### src/hw/srcp_pkg.sv
// constants and types shared by the serial register control port
package srcp_pkg;
	// ==========================================================
	// register file shape
	localparam int REG_CNT = 32;
	localparam int ADDR_W = 5;
	localparam int BYTE_W = 8;
	localparam logic [4:0] CFG_ADDR = 5'h00;
	localparam logic [4:0] VIDEO_ADDR = 5'h07;
	localparam logic [7:0] REG_DEFAULT = 8'h00;
	localparam logic [7:0] VIDEO_DEFAULT = 8'h20;
	// ==========================================================
	// port configuration register fields
	localparam int CFG_BIDIR_BIT = 7;
	localparam int CFG_LSB_BIT = 6;
	localparam int CFG_RST_BIT = 5;
	// ==========================================================
	// instruction byte fields
	localparam int INSTR_RW_BIT = 7;
	localparam int INSTR_CNT_HI = 6;
	localparam int INSTR_CNT_LO = 5;
	localparam int INSTR_ADDR_HI = 4;
	localparam logic [2:0] LAST_BIT = 3'h7;
	// ==========================================================
	// timing
	localparam int CLK_PERIOD_NS = 20;
	localparam int SCLK_MAX_MHZ = 15;
	localparam int SETTLE_MCLK = 200;
	localparam int MCLK_PERIOD_NS = 20;
	localparam int SETTLE_CYCLES =
		(SETTLE_MCLK * MCLK_PERIOD_NS + CLK_PERIOD_NS - 1) / CLK_PERIOD_NS;
	localparam logic [7:0] SETTLE_CNT = 8'(SETTLE_CYCLES);
	// ==========================================================
	// serial port sequencer states
	typedef enum logic [1:0] {
		SRCP_IDLE,
		SRCP_INSTR,
		SRCP_DATA,
		SRCP_DONE
	} srcp_state_t;
endpackage : srcp_pkg

### src/hw/srcp_port.sv
// serial register control port: instruction decode, register file, readback
//
// Functional notes
// - each cycle starts with an eight-bit instruction byte, then a data phase
// - instruction top bit one means read, zero means write
// - byte count field 00..11 gives one to four data bytes
// - low five bits give first address, later addresses made internally
// - written register updates when the last bit of its byte arrives
// - sample input on sclk rise, change read data on sclk fall
// - low chip select starts a cycle; high floats both data outputs
// - config bit 7 default zero: data pin input only, reads on out pin
// - in bidirectional mode the separate out pin stays floating
// - config bit order selects lsb-first or msb-first bytes
// - address increments in lsb-first mode, decrements in msb-first mode
// - address wraps 0x1F to 0x00 and 0x00 to 0x1F
// - new config applies from the next bit, mid-cycle too
// - mirrored reset write loads config and resets other registers
// - reset bit returns all registers but zero to defaults
// - every consistent config write reprograms multiplier; 200 mclk settle time
// - config bit 6 high means lsb first, low msb first
// - config bit 7 high means three-wire port, low four-wire
`timescale 1ns/10ps
module srcp_port (
	input wire logic clk, // system clock, 50 MHz
	input wire logic arst_n, // asynchronous reset, active low
	input wire logic ce, // clock enable, freezes state when low
	input wire logic sclk, // serial clock from host
	input wire logic cs_n, // chip select, active low
	input wire logic sdio_in, // serial data pin, input side
	output logic sdio_out, // serial data pin, output side
	output logic sdio_oe, // serial data pin drive enable
	output logic serial_out_pin, // separate serial output
	output logic serial_out_oe, // separate serial output drive enable
	output logic [255:0] cfg_regs, // all 32 registers, address 0 lowest
	output logic clk_mult_reprog, // one-cycle pulse: reprogram multiplier
	output logic clk_settling // high while system clock settles
);
	import srcp_pkg::*;

	logic sclk_s;
	logic cs_n_s;
	logic sdio_s;
	logic sclk_q;
	logic sclk_rise;
	logic sclk_fall;
	srcp_state_t state_q;
	logic [2:0] bit_cnt_q;
	logic [7:0] shift_q;
	logic [7:0] shift_d;
	logic read_q;
	logic [1:0] bytes_left_q;
	logic [4:0] addr_q;
	logic [4:0] addr_d;
	logic byte_done;
	logic wr_byte;
	logic lsb_first;
	logic bidir;
	logic mirrored;
	logic consistent;
	logic [7:0] settle_q;
	logic [7:0] regs_q [REG_CNT];

	// ==========================================================
	// input synchronisers
	srcp_sync #(.RST_VAL(1'b0)) u_sync_sclk (
		.clk(clk),
		.arst_n(arst_n),
		.ce(ce),
		.d(sclk),
		.q(sclk_s)
	);

	srcp_sync #(.RST_VAL(1'b1)) u_sync_cs (
		.clk(clk),
		.arst_n(arst_n),
		.ce(ce),
		.d(cs_n),
		.q(cs_n_s)
	);

	srcp_sync #(.RST_VAL(1'b0)) u_sync_sdio (
		.clk(clk),
		.arst_n(arst_n),
		.ce(ce),
		.d(sdio_in),
		.q(sdio_s)
	);

	// ==========================================================
	// serial clock edge detection
	always_ff @(posedge clk or negedge arst_n)
	begin
		if (!arst_n)
			sclk_q <= 1'b0;
		else if (ce)
			sclk_q <= sclk_s;
	end

	assign sclk_rise = sclk_s & ~sclk_q & ~cs_n_s;
	assign sclk_fall = ~sclk_s & sclk_q & ~cs_n_s;

	// ==========================================================
	// live port configuration, read straight from register zero
	assign lsb_first = regs_q[CFG_ADDR][CFG_LSB_BIT];
	assign bidir = regs_q[CFG_ADDR][CFG_BIDIR_BIT];

	// shift in one bit in the selected order
	always_comb
	begin
		if (lsb_first)
			shift_d = {sdio_s, shift_q[7:1]};
		else
			shift_d = {shift_q[6:0], sdio_s};
	end

	assign byte_done = sclk_rise && (bit_cnt_q == LAST_BIT);
	assign wr_byte = byte_done && (state_q == SRCP_DATA) && !read_q;

	// next address: up in lsb-first mode, down otherwise, 5-bit wrap
	always_comb
	begin
		if (lsb_first)
			addr_d = addr_q + 5'h01;
		else
			addr_d = addr_q - 5'h01;
	end

	// symmetric pattern XYZWWZYX on the incoming config byte
	assign mirrored = (shift_d[0] == shift_d[7]) && (shift_d[1] == shift_d[6])
		&& (shift_d[2] == shift_d[5]) && (shift_d[3] == shift_d[4]);
	// same port configuration echoed with reset low
	assign consistent = (shift_d[0] == shift_d[7]) && (shift_d[1] == shift_d[6])
		&& !shift_d[CFG_RST_BIT];

	// ==========================================================
	// cycle sequencer
	always_ff @(posedge clk or negedge arst_n)
	begin
		if (!arst_n)
			state_q <= SRCP_IDLE;
		else if (ce)
		begin
			if (cs_n_s)
				state_q <= SRCP_IDLE;
			else
			begin
				case (state_q)
					SRCP_IDLE:
						state_q <= SRCP_INSTR;
					SRCP_INSTR:
						if (byte_done)
							state_q <= SRCP_DATA;
					SRCP_DATA:
						if (byte_done && bytes_left_q == 2'h0)
							state_q <= SRCP_DONE;
					SRCP_DONE:
						state_q <= SRCP_DONE;
					default:
						state_q <= SRCP_IDLE;
				endcase
			end
		end
	end

	// ==========================================================
	// bit counter and shift register, cleared when the host deselects
	always_ff @(posedge clk or negedge arst_n)
	begin
		if (!arst_n)
		begin
			bit_cnt_q <= 3'h0;
			shift_q <= 8'h00;
		end
		else if (ce)
		begin
			if (cs_n_s || state_q == SRCP_IDLE)
			begin
				bit_cnt_q <= 3'h0;
				shift_q <= 8'h00;
			end
			else if (sclk_rise)
			begin
				bit_cnt_q <= bit_cnt_q + 3'h1;
				shift_q <= shift_d;
			end
		end
	end

	// ==========================================================
	// instruction decode and address generator
	always_ff @(posedge clk or negedge arst_n)
	begin
		if (!arst_n)
		begin
			read_q <= 1'b0;
			bytes_left_q <= 2'h0;
			addr_q <= 5'h00;
		end
		else if (ce && byte_done)
		begin
			if (state_q == SRCP_INSTR)
			begin
				read_q <= shift_d[INSTR_RW_BIT];
				bytes_left_q <= shift_d[INSTR_CNT_HI:INSTR_CNT_LO];
				addr_q <= shift_d[INSTR_ADDR_HI:0];
			end
			else if (state_q == SRCP_DATA)
			begin
				bytes_left_q <= bytes_left_q - 2'h1;
				addr_q <= addr_d;
			end
		end
	end

	// ==========================================================
	// register file with immediate byte writes and soft reset
	always_ff @(posedge clk or negedge arst_n)
	begin
		if (!arst_n)
		begin
			for (int i = 0; i < REG_CNT; i++)
				regs_q[i] <= (5'(i) == VIDEO_ADDR) ? VIDEO_DEFAULT : REG_DEFAULT;
		end
		else if (ce && wr_byte)
		begin
			if (addr_q != CFG_ADDR)
				regs_q[addr_q] <= shift_d;
			else if (shift_d[CFG_RST_BIT])
			begin
				// every other register back to default; reset bit self-clears
				for (int i = 1; i < REG_CNT; i++)
					regs_q[i] <= (5'(i) == VIDEO_ADDR) ? VIDEO_DEFAULT
						: REG_DEFAULT;
				if (mirrored)
					regs_q[CFG_ADDR] <= shift_d & ~(8'h01 << CFG_RST_BIT);
			end
			else
				regs_q[CFG_ADDR] <= shift_d;
		end
	end

	// ==========================================================
	// multiplier reprogram pulse and settle window
	always_ff @(posedge clk or negedge arst_n)
	begin
		if (!arst_n)
		begin
			clk_mult_reprog <= 1'b0;
			clk_settling <= 1'b0;
			settle_q <= 8'h00;
		end
		else if (ce)
		begin
			clk_mult_reprog <= 1'b0;
			if (wr_byte && addr_q == CFG_ADDR && consistent)
			begin
				clk_mult_reprog <= 1'b1;
				clk_settling <= 1'b1;
				settle_q <= SETTLE_CNT;
			end
			else if (settle_q != 8'h00)
			begin
				settle_q <= settle_q - 8'h01;
				clk_settling <= (settle_q != 8'h01);
			end
		end
	end

	// ==========================================================
	// read data out on the falling edge, routed by the pin mode
	always_ff @(posedge clk or negedge arst_n)
	begin
		if (!arst_n)
		begin
			sdio_out <= 1'b0;
			sdio_oe <= 1'b0;
			serial_out_pin <= 1'b0;
			serial_out_oe <= 1'b0;
		end
		else if (ce)
		begin
			if (cs_n_s || !read_q || state_q == SRCP_IDLE
				|| state_q == SRCP_INSTR)
			begin
				sdio_oe <= 1'b0;
				serial_out_oe <= 1'b0;
			end
			else if (sclk_fall && state_q == SRCP_DATA)
			begin
				sdio_out <= regs_q[addr_q][lsb_first ? bit_cnt_q
					: LAST_BIT - bit_cnt_q];
				serial_out_pin <= regs_q[addr_q][lsb_first ? bit_cnt_q
					: LAST_BIT - bit_cnt_q];
				sdio_oe <= bidir;
				serial_out_oe <= ~bidir;
			end
		end
	end

	// ==========================================================
	// flatten the register file for the rest of the chip
	for (genvar g = 0; g < REG_CNT; g++)
	begin : g_flat
		assign cfg_regs[g*BYTE_W +: BYTE_W] = regs_q[g];
	end
endmodule : srcp_port

### src/hw/srcp_sync.sv
// two flip-flop synchroniser for one asynchronous input
`timescale 1ns/10ps
module srcp_sync #(
	parameter logic RST_VAL = 1'b0 // value held during reset
) (
	input wire logic clk, // system clock
	input wire logic arst_n, // asynchronous reset, active low
	input wire logic ce, // clock enable, freezes state when low
	input wire logic d, // asynchronous input
	output logic q // synchronised output
);
	logic meta_q;

	// ==========================================================
	// two stages, only the second one is visible outside
	always_ff @(posedge clk or negedge arst_n)
	begin
		if (!arst_n)
		begin
			meta_q <= RST_VAL;
			q <= RST_VAL;
		end
		else if (ce)
		begin
			meta_q <= d;
			q <= meta_q;
		end
	end
endmodule : srcp_sync

### config.mk
export PLATFORM = sky130hd
export DESIGN_NAME = srcp_port
export DESIGN_NICKNAME = d
export VERILOG_FILES = /design/src/hw/srcp_pkg.sv /design/src/hw/srcp_port.sv /design/src/hw/srcp_sync.sv
export SDC_FILE = /design/constraint.sdc
export NUM_CORES = 1
export LEC_CHECK = 0
export BUFFER_PORTS_ARGS = -buffer_cell sky130_fd_sc_hd__clkbuf_2
export CORE_MARGIN = 1.5
export CORE_UTILIZATION = 50
export CTS_BUF_LIST = sky130_fd_sc_hd__clkbuf_8
export CTS_CLUSTER_DIAMETER = 80
export CTS_CLUSTER_SIZE = 25
export DETAILED_ROUTE_END_ITERATION = 8
export PLACE_DENSITY = 0.72
export SLEW_MARGIN = 20
export SYNTH_ARGS = -nofsm -noshare
export SYNTH_HDL_FRONTEND = slang
export SYNTH_SLANG_ARGS = --single-unit
export TNS_END_PERCENT = 5
### constraint.sdc
create_clock -name clk -period 2.9 [get_ports clk]
set_input_delay 0.145 -clock clk [delete_from_list [all_inputs] [get_ports clk]]
set_output_delay 0.145 -clock clk [all_outputs]
set_load 0.005 [all_outputs]
# == Word-level counts from Yosys, hierarchy flattened ==
# Cells that the tools add are included.
# word_totals
output_inout_bits,262
wordCells,157
reg_bits,297
# classes
muxes,36
n_addsub,6
n_eq_ne,12
bitwise_logic,10
n_reduce_logical,39
magnitude_cmp,3
# ops
op,n
$bwmux 256,1
$mux 256,1
$mux 248,1
$mux 8,10
$bmux 8 s5,1
$demux 8 s5,1
$mux 5,3
$logic_and 1x1->1,14
$reduce_and 2->1,7
$mux 2,5
$reduce_bool 2->1,5
$mux 3,3
$mux 1,8
$ne 8x1->1 const B,1
$pmux 2 s4,1
$reduce_bool 8->1,1
$sub 8x1->8 const B,1
$ge 6x6->1 const B,1
$lt 6x1->1 const B,1
$ne 3x2->1 const B,2
$not 5->6,1
$reduce_and 3->1,2
$add 5x1->5 const B,1
$logic_not 5->1,1
17 further kinds,33

# == Longest topological paths before layout ==
# Gate-level depths: netlist (run 1).
# logic_depth
word_depth,10
mapped_depth,13
mapped_depth_nobuf,9

# == Hierarchy ==
# Synthesis (run 1) repeated with hierarchy kept, for this count alone.
# unflattened
hier_cells,1260
area_unflattened_um2,14567.7
# modules_own_cells
mod,n_inst,area_each_um2,cells_per_inst,seq_area_each_um2
srcp_port,1,14347.5,1248,7283.2
srcp_sync at u_sync_sclk ...,2,72.6,4,50.0
srcp_sync at u_sync_cs,1,75.1,4,52.6

# == Worst setup path before layout (run 1) ==
# OpenSTA, ideal clock, no wires.
# synth_path
path_kind,register to register
start,register regs_q (netlist bit cfg_regs[6])
end,register addr_q[4]
path_stages_with_launch,13
setup_slack_ns,0.449
setup_ns,0.136
arrival_ns,2.315
cell_sequence,dfrtp_1 buf_2 buf_2 clkbuf_1 inv_1 ha_1 nor2b_1 o21ai_0 nand2b_1 xnor2_1 nor3_1 a21oi_1 o22ai_1
# synth_between
elab_chain_len,3
word_cells_on_any_way,4
cone_classes,mux: 4
# synth_rtl
item,line,rtl
start: declaration,srcp_port.sv:61,logic [7:0] regs_q [REG_CNT];
start signal: indexed assignment,srcp_port.sv:222,regs_q[i] <= (5'(i) == VIDEO_ADDR) ? VIDEO_DEFAULT : REG_DEFAULT;
start signal: indexed assignment,srcp_port.sv:227,regs_q[addr_q] <= shift_d;
start signal: indexed assignment,srcp_port.sv:232,regs_q[i] <= (5'(i) == VIDEO_ADDR) ? VIDEO_DEFAULT
$mux 5,srcp_port.sv:122,if (lsb_first)
$mux 5,srcp_port.sv:207,else if (state_q == SRCP_DATA)
$mux 5 (*),srcp_port.sv:201,if (state_q == SRCP_INSTR)
end signal: assignment,srcp_port.sv:205,addr_q <= shift_d[INSTR_ADDR_HI:0];
end signal: assignment,srcp_port.sv:210,addr_q <= addr_d;
end: declaration,srcp_port.sv:52,logic [4:0] addr_q;
# Mark *: on every way between the ends. The rest lies on a longest branch, timed or not. The select of a mux whose other input is x is not followed.
# A chain may end at the register's enable or synchronous reset.

# == Worst setup path after layout (run 1) ==
# layout_path
start,register regs_q (netlist bit cfg_regs[6])
end,register clk_settling
# layout_between
elab_chain_len,7
word_cells_on_any_way,10
cone_classes,eq/ne: 2; mux: 2; reduce/logical: 6
# layout_rtl
item,line,rtl
$mux 8 (*),srcp_port.sv:110,if (lsb_first)
$eq 1x1->1,srcp_port.sv:132,assign consistent = (shift_d[0] == shift_d[7]) && (shift_d[1] == shift_d[6])
$logic_and 1x1->1,srcp_port.sv:132,
$logic_and 1x1->1 (*),srcp_port.sv:133,&& !shift_d[CFG_RST_BIT];
$logic_and 1x1->1 (*),srcp_port.sv:255,if (wr_byte && addr_q == CFG_ADDR && consistent)
$reduce_bool 2->1 (no source line),-,
$reduce_and 2->1 (no source line),-,
end signal: assignment,srcp_port.sv:264,clk_settling <= (settle_q != 8'h01);
end: declaration,srcp_port.sv:36,output logic clk_settling
# Mark *: on every way between the ends. The rest lies on a longest branch, timed or not.

==> results.json, run 1 <==
{
  "drtAntennaViolNets": 0,
  "mostFrequentLayoutCell": "dfrtp_1",
  "initial_core_util_pct": 50.8,
  "cts_buffer_depth": 3,
  "period_share_pct": 95.3,
  "worstPathRequired_ns": 3.43,
  "nFillCells": 2433,
  "synthesis.nets": 1321,
  "total_power_w": 0.00707,
  "drtIter0Drc": 1596,
  "die_h_um": 174,
  "finalHoldViolCount": 0,
  "critPathMaxStageDelay_ns": 0.84,
  "crit_fanout": 13,
  "clock_sinks": 297,
  "fin_cells": 1985,
  "route.final.wire_length_um": 51900,
  "layout_common_cells": "dfrtp_1, clkbuf_2, nand2_1",
  "grt_pass1_wl_um": 77900,
  "antennaDiodeCount": 0,
  "hp-start": "ce",
  "grt_pass1_vias": 12000,
  "r2r_start": "cfg_regs[6]",
  "port_buffers": 267,
  "final-seq-area_um2": 7450,
  "outcome": "finished, final reports clean",
  "rows": 62,
  "drv_slew": 0,
  "rsz0062_at_grt": "false",
  "cts_tree": "done",
  "utilization_pct": 59.2,
  "syn_area_um2": 14600,
  "finalSetupTns_ns": 0,
  "synth.distinct_cells": 75,
  "fin_skew_ns": 0.0259,
  "dr.pass1.iters": 6,
  "fin_crit_ns": 2.76,
  "setup_viol": 0,
  "grt_remaining_overflow": 0,
  "synth_seq_cells": 297,
  "drcViolationCount": 0,
  "core_um2": 28800,
  "dieArea_um2": 30300,
  "ios": 268,
  "synth_cells": 1302,
  "worst_setup_path_start_kind": "flop",
  "multi_input_comb_area_um2": 6630,
  "synth_seq_area_share_pct": 50.8,
  "crit_buf_inv": 1,
  "cp-startpoint": "cfg_regs[6]",
  "synth_edf_count": 0,
  "dpl.hpwl_um": 38100,
  "power.leakage_nw": 7.92,
  "crit_arrival_ns": 3.29,
  "die_w_um": 174,
  "htreeDepth": 1,
  "vias_per_cell": 6.50,
  "design_area_um2": 17000,
  "setup.worst_path.end_class": "flop",
  "async_flop_share_pct": 100,
  "avgSynthCellArea_um2": 11.2,
  "areaGrowthSynthToFinish_pct": 16.4,
  "drive_above_1_share_pct": 29.9,
  "cts_made_buffers": 16,
  "root_buffer": "clkbuf_8",
  "fin_nets": 1615,
  "crit_family": "multiplexers",
  "crit_type": "reg2reg",
  "fmax_ghz": 0.362,
  "grt_max_degree": 96,
  "yosysWarnings": 0,
  "grtUsageTotal_pct": 34.0,
  "placed_area_um2": 16700,
  "num_vias": 12900,
  "tightest_slew_ns": 0.911,
  "clk_latency_ns": 0.59,
  "routedWlPerCell_um": 26.1,
  "synth-main-ff-cell": "dfrtp_1",
  "clk_pin_slew_ns": 0.14,
  "max_slew_margin_pct": 37.6,
  "post-cts-setup-buffers": 0,
  "maxCapViolCount": 0,
  "gp_congestion": 0.957,
  "hp-class": "in2reg",
  "antenna_found_initial": 0,
  "dpl.cell_count": 1958,
  "path_cells": "mux2i_1, buf_4, nand3_1, nor2_1, nand2_1, nand3b_1, o21a_1",
  "crit_slowest_cell": "mux2i_1",
  "peakVddDrop_mv": 0.275,
  "power_density_nw_per_um2": 415
}
[worst reg2reg max path, cell delays in order (launching register included)]
cell and delay (ns):
dfrtp_1 0.76, mux2i_1 0.84, buf_4 0.28, nand3_1 0.12, nor2_1 0.22, nand2_1 0.22, nand3b_1 0.16, o21a_1 0.13
[synth_stat cells, types with 4 or more instances]
master	number	share of area, %
nor4_1	5	0.21
nand4b_1	4	0.24
buf_2	24	0.82
nor2_2	15	0.64
o22ai_1	18	0.77
or3_1	5	0.21
or4_1	5	0.26
a31oi_1	8	0.34
a21oi_1	25	0.86
o21ai_0	111	3.8
a22o_1	155	9.3
o21ai_1	33	1.1
o2bb2ai_1	6	0.36
nand2_1	168	4.3
xor2_1	7	0.42
clkbuf_1	32	0.82
ha_1	12	1.0
nor3_2	4	0.27
and2_1	11	0.47
mux2_2	26	2.0
mux2i_1	78	5.3
a211oi_1	4	0.21
buf_6	6	0.46
o21ai_2	5	0.30
dfrtp_1	294	50
nor3_1	12	0.41
mux4_2	27	4.2
buf_4	16	0.82
o31ai_1	16	0.82
nor2b_1	12	0.51
inv_1	18	0.46
nand3_1	11	0.38
nand2b_1	6	0.26
xnor2_1	4	0.24
mux4_1	7	1.3
nor2_1	50	1.3
[repair_timing]
item	4_1_cts	5_1_grt
hold buffers	4	0
gates resized for setup	0	3
hold endpoints to repair	92	0
endpoints found under the setup margin	0	1
[per-stage QoR]
| stage | hold slack, ns | setup slack [ns] |
|---|---|---|
| final | 0.0958 | 0.138 |
| after detailed placement | 0.245 | 0.170 |
| after global routing | 0.146 | 0.0240 |
| after CTS | 0.0858 | 0.143 |
| after floorplan | -0.151 | 0.449 |
| after global placement | 0.233 | 0.151 |
[registers in the layout, summed over array words and instances, names as in the netlist, 2 cells and up]
register	count
cfg_regs	256
settle_q	8
shift_q	8
addr_q	5
bit_cnt_q	3
bytes_left_q	2
state_q	2
[cell families after synthesis]
kind of cell    after synthesis  share of synthesized area [%]
simple gates                330                           10.9
flops                       297                           50.8
mux                         139                           12.8
xor+xnor                     12                          0.770
buf+inv                     102                           3.92
compound gates              409                           19.6
fa+ha+maj                    13                           1.16
[final timing paths]
check / slack (ns) / to / depth (start not counted)
min in group asynchronous: 0.18 / cfg_regs[147] / 2
setup reg to reg: 0.14 / clk_settling / 7
hold reg to reg: 0.51 / bytes_left_q[0] / 2
max in group asynchronous: 1.86 / cfg_regs[218] / 3
setup / recovery: 0.14 / clk_settling / 7
hold / removal: 0.1 / clk_mult_reprog / 2
[final cells by class]
type                    count  area share (%)
clock buffers              17            1.37
multi-input cells         903            39.0
flip-flops and latches    297            43.7
repair buffers            358            12.4
inverters                  20           0.441
clock inverters             6           0.235
well taps                 384            2.82
[layer usage]
layer | share of wire (%) | global-route usage [%] | vias to the layer above
met5 | 0 | 0 | -
met2 | 45 | 51.7 | 822
met1 | 41 | 49.4 | 6533
met4 | 3.4 | 10.5 | 0
li1 | - | - | 5433
met3 | 10 | 6.63 | 112
[power by group]
group          leakage (nW)  total [W]  switching (W)  internal (W)
Clock                 0.143    0.00192        0.00136      0.000564
Sequential             4.08    0.00435       0.000110       0.00424
Combinational          3.70   0.000791       0.000497      0.000295
Total                  7.92    0.00707        0.00197       0.00510
No activity file was read; power rests on OpenSTA's default activity.
==> run 2, diff against run 1 <==
CORE_UTILIZATION = 39   (was 50)
PLACE_DENSITY = 0.58   (was 0.72)
==> run 2 against run 1 <==
Compared with the run above:
- non-clock buffer count is 2 lower
- clock power is 8% higher
- setup slack got worse by 0.029 ns
- critical path type unchanged
- critical endpoint is now cfg_regs[63]
- largest cell class unchanged
==> results.json, run 2 (synthesis results as in run 1) <==
{
  "grt_pass1_wl_um": 82800,
  "grtUsageTotal_pct": 28.8,
  "rsz0062_at_grt": "true",
  "num_vias": 12500,
  "critPathMaxStageDelay_ns": 0.72,
  "design_area_um2": 17300,
  "crit_arrival_ns": 3.29,
  "period_share_pct": 96.2,
  "dieArea_um2": 38700,
  "ff2ff_path_depth": 5,
  "crit_slowest_cell": "dfrtp_1",
  "initial_core_util_pct": 39.8,
  "antennaDiodeCount": 0,
  "clk_pin_slew_ns": 0.15,
  "hp-class": "in2reg",
  "die_h_um": 197,
  "port_buffers": 267,
  "placed_area_um2": 16900,
  "layout_common_cells": "dfrtp_1, clkbuf_2, nand2_1",
  "hp-start": "ce",
  "cts_made_buffers": 17,
  "dr.pass1.iters": 6,
  "peakVddDrop_mv": 0.230,
  "worstReg2RegEnd": "cfg_regs[63]",
  "core_um2": 36800,
  "fin_skew_ns": 0.0502,
  "clock_sinks": 297,
  "largest_register_ffs": 256,
  "r2r_slack_ns": 0.11,
  "finalSetupTns_ns": 0,
  "crit_buf_inv": 1,
  "nFillCells": 3504,
  "rows": 70,
  "grt_max_degree": 90,
  "root_buffer": "clkbuf_8",
  "fmax_ghz": 0.358,
  "crit_type": "reg2reg",
  "worstPathRequired_ns": 3.40,
  "ios": 268,
  "grt_pass1_vias": 12000,
  "dpl.hpwl_um": 41800,
  "drtAntennaViolNets": 0,
  "fin_nets": 1614,
  "drcViolationCount": 0,
  "routedWlPerCell_um": 27.1,
  "drtIter0Drc": 1163,
  "setup_viol": 0,
  "vias_per_cell": 6.04,
  "drv_slew": 0,
  "drive_above_1_share_pct": 30.0,
  "worst_setup_path_start_kind": "flop",
  "grt_remaining_overflow": 0,
  "hold_depth": 2,
  "power_density_nw_per_um2": 418,
  "outcome": "finished, final reports clean",
  "areaGrowthSynthToFinish_pct": 18.0,
  "die_w_um": 197,
  "fin_crit_ns": 2.79,
  "power.leakage_nw": 7.98,
  "cts_buffer_depth": 3,
  "holdWs_ns": 0.132,
  "cts_tree": "done",
  "max_slew_margin_pct": 34.4,
  "crit_fanout": 28,
  "path_cells": "or3_1, nor2_4, buf_4, o21ai_1, a22o_1",
  "antenna_found_initial": 0,
  "route.final.wire_length_um": 56200,
  "crit_family": "simple AND/OR/NAND/NOR gates",
  "hold-path-endpoint": "clk_mult_reprog",
  "setup.worst_path.end_class": "flop",
  "tightest_slew_ns": 0.976,
  "maxCapViolCount": 0,
  "clk_latency_ns": 0.60,
  "htreeDepth": 1,
  "r2r_start": "addr_q[4]",
  "post-cts-setup-buffers": 0,
  "mostFrequentLayoutCell": "dfrtp_1",
  "gp_congestion": 0.912,
  "finalHoldViolCount": 0
}
-- run 2: layout make-up --
cell class | instances | area (µm²) | share of cell area [%]
Clock buffer | 18 | 248 | 1.43
Clock inverter | 11 | 77.6 | 0.449
Inverter | 20 | 75.1 | 0.435
Multi-Input combinational cell | 903 | 6670 | 38.6
Sequential cell | 297 | 7440 | 43.1
Tap cell | 468 | 586 | 3.39
Timing Repair Buffer | 356 | 2170 | 12.6
-- run 2: metrics by stage --
step	setup WS, ns	std cells	util (%)	total power [W]
after CTS	0.000669	2073	46.9	0.00723
after global placement	0.0243	2040	45.9	0.00519
after detailed placement	0.0464	2040	45.9	0.00521
after floorplan	0.449	1302	-	0.00487
final	0.109	2073	46.9	0.00721
after global routing	-0.0585	2073	46.9	0.00748
-- run 2: how the worst max path moves through the flow --
stage | from | endpoint | slack, ns | cells past startpoint
2_1_floorplan | cfg_regs[6] | addr_q[4] | 0.45 | 12
3_3_place_gp | addr_q[0] | serial_out_pin | 0.02 | 9
3_5_place_dp | addr_q[0] | serial_out_pin | 0.05 | 9
4_1_cts | addr_q[0] | serial_out_pin | 0.0007 | 9
5_1_grt | addr_q[0] | serial_out_pin | -0.06 | 9
6_report | addr_q[4] | cfg_regs[63] | 0.11 | 5
-- run 2: power by group --
group | internal (W) | switching, W
Combinational | 0.000286 | 0.000501
Clock | 0.000624 | 0.00145
Sequential | 0.00424 | 0.000109
Total | 0.00515 | 0.00206
-- run 2: what timing repair did --
| item | 4_1_cts | 5_1_grt |
|---|---|---|
| setup endpoints to repair | 0 | 20 |
| endpoints found under the hold margin | 87 | 0 |
| hold buffers | 4 | 0 |
| resized for setup | 0 | 6 |
-- run 2: routing by layer --
layer	global-route usage (%)	part of all wire, %	routed length (µm)	vias to the layer above
met5	0	0	0	-
met4	7.07	2.4	1340	0
met3	3.90	8.8	4950	78
met2	44.7	45	25400	643
met1	42.7	44	24500	6353
li1	-	-	-	5437
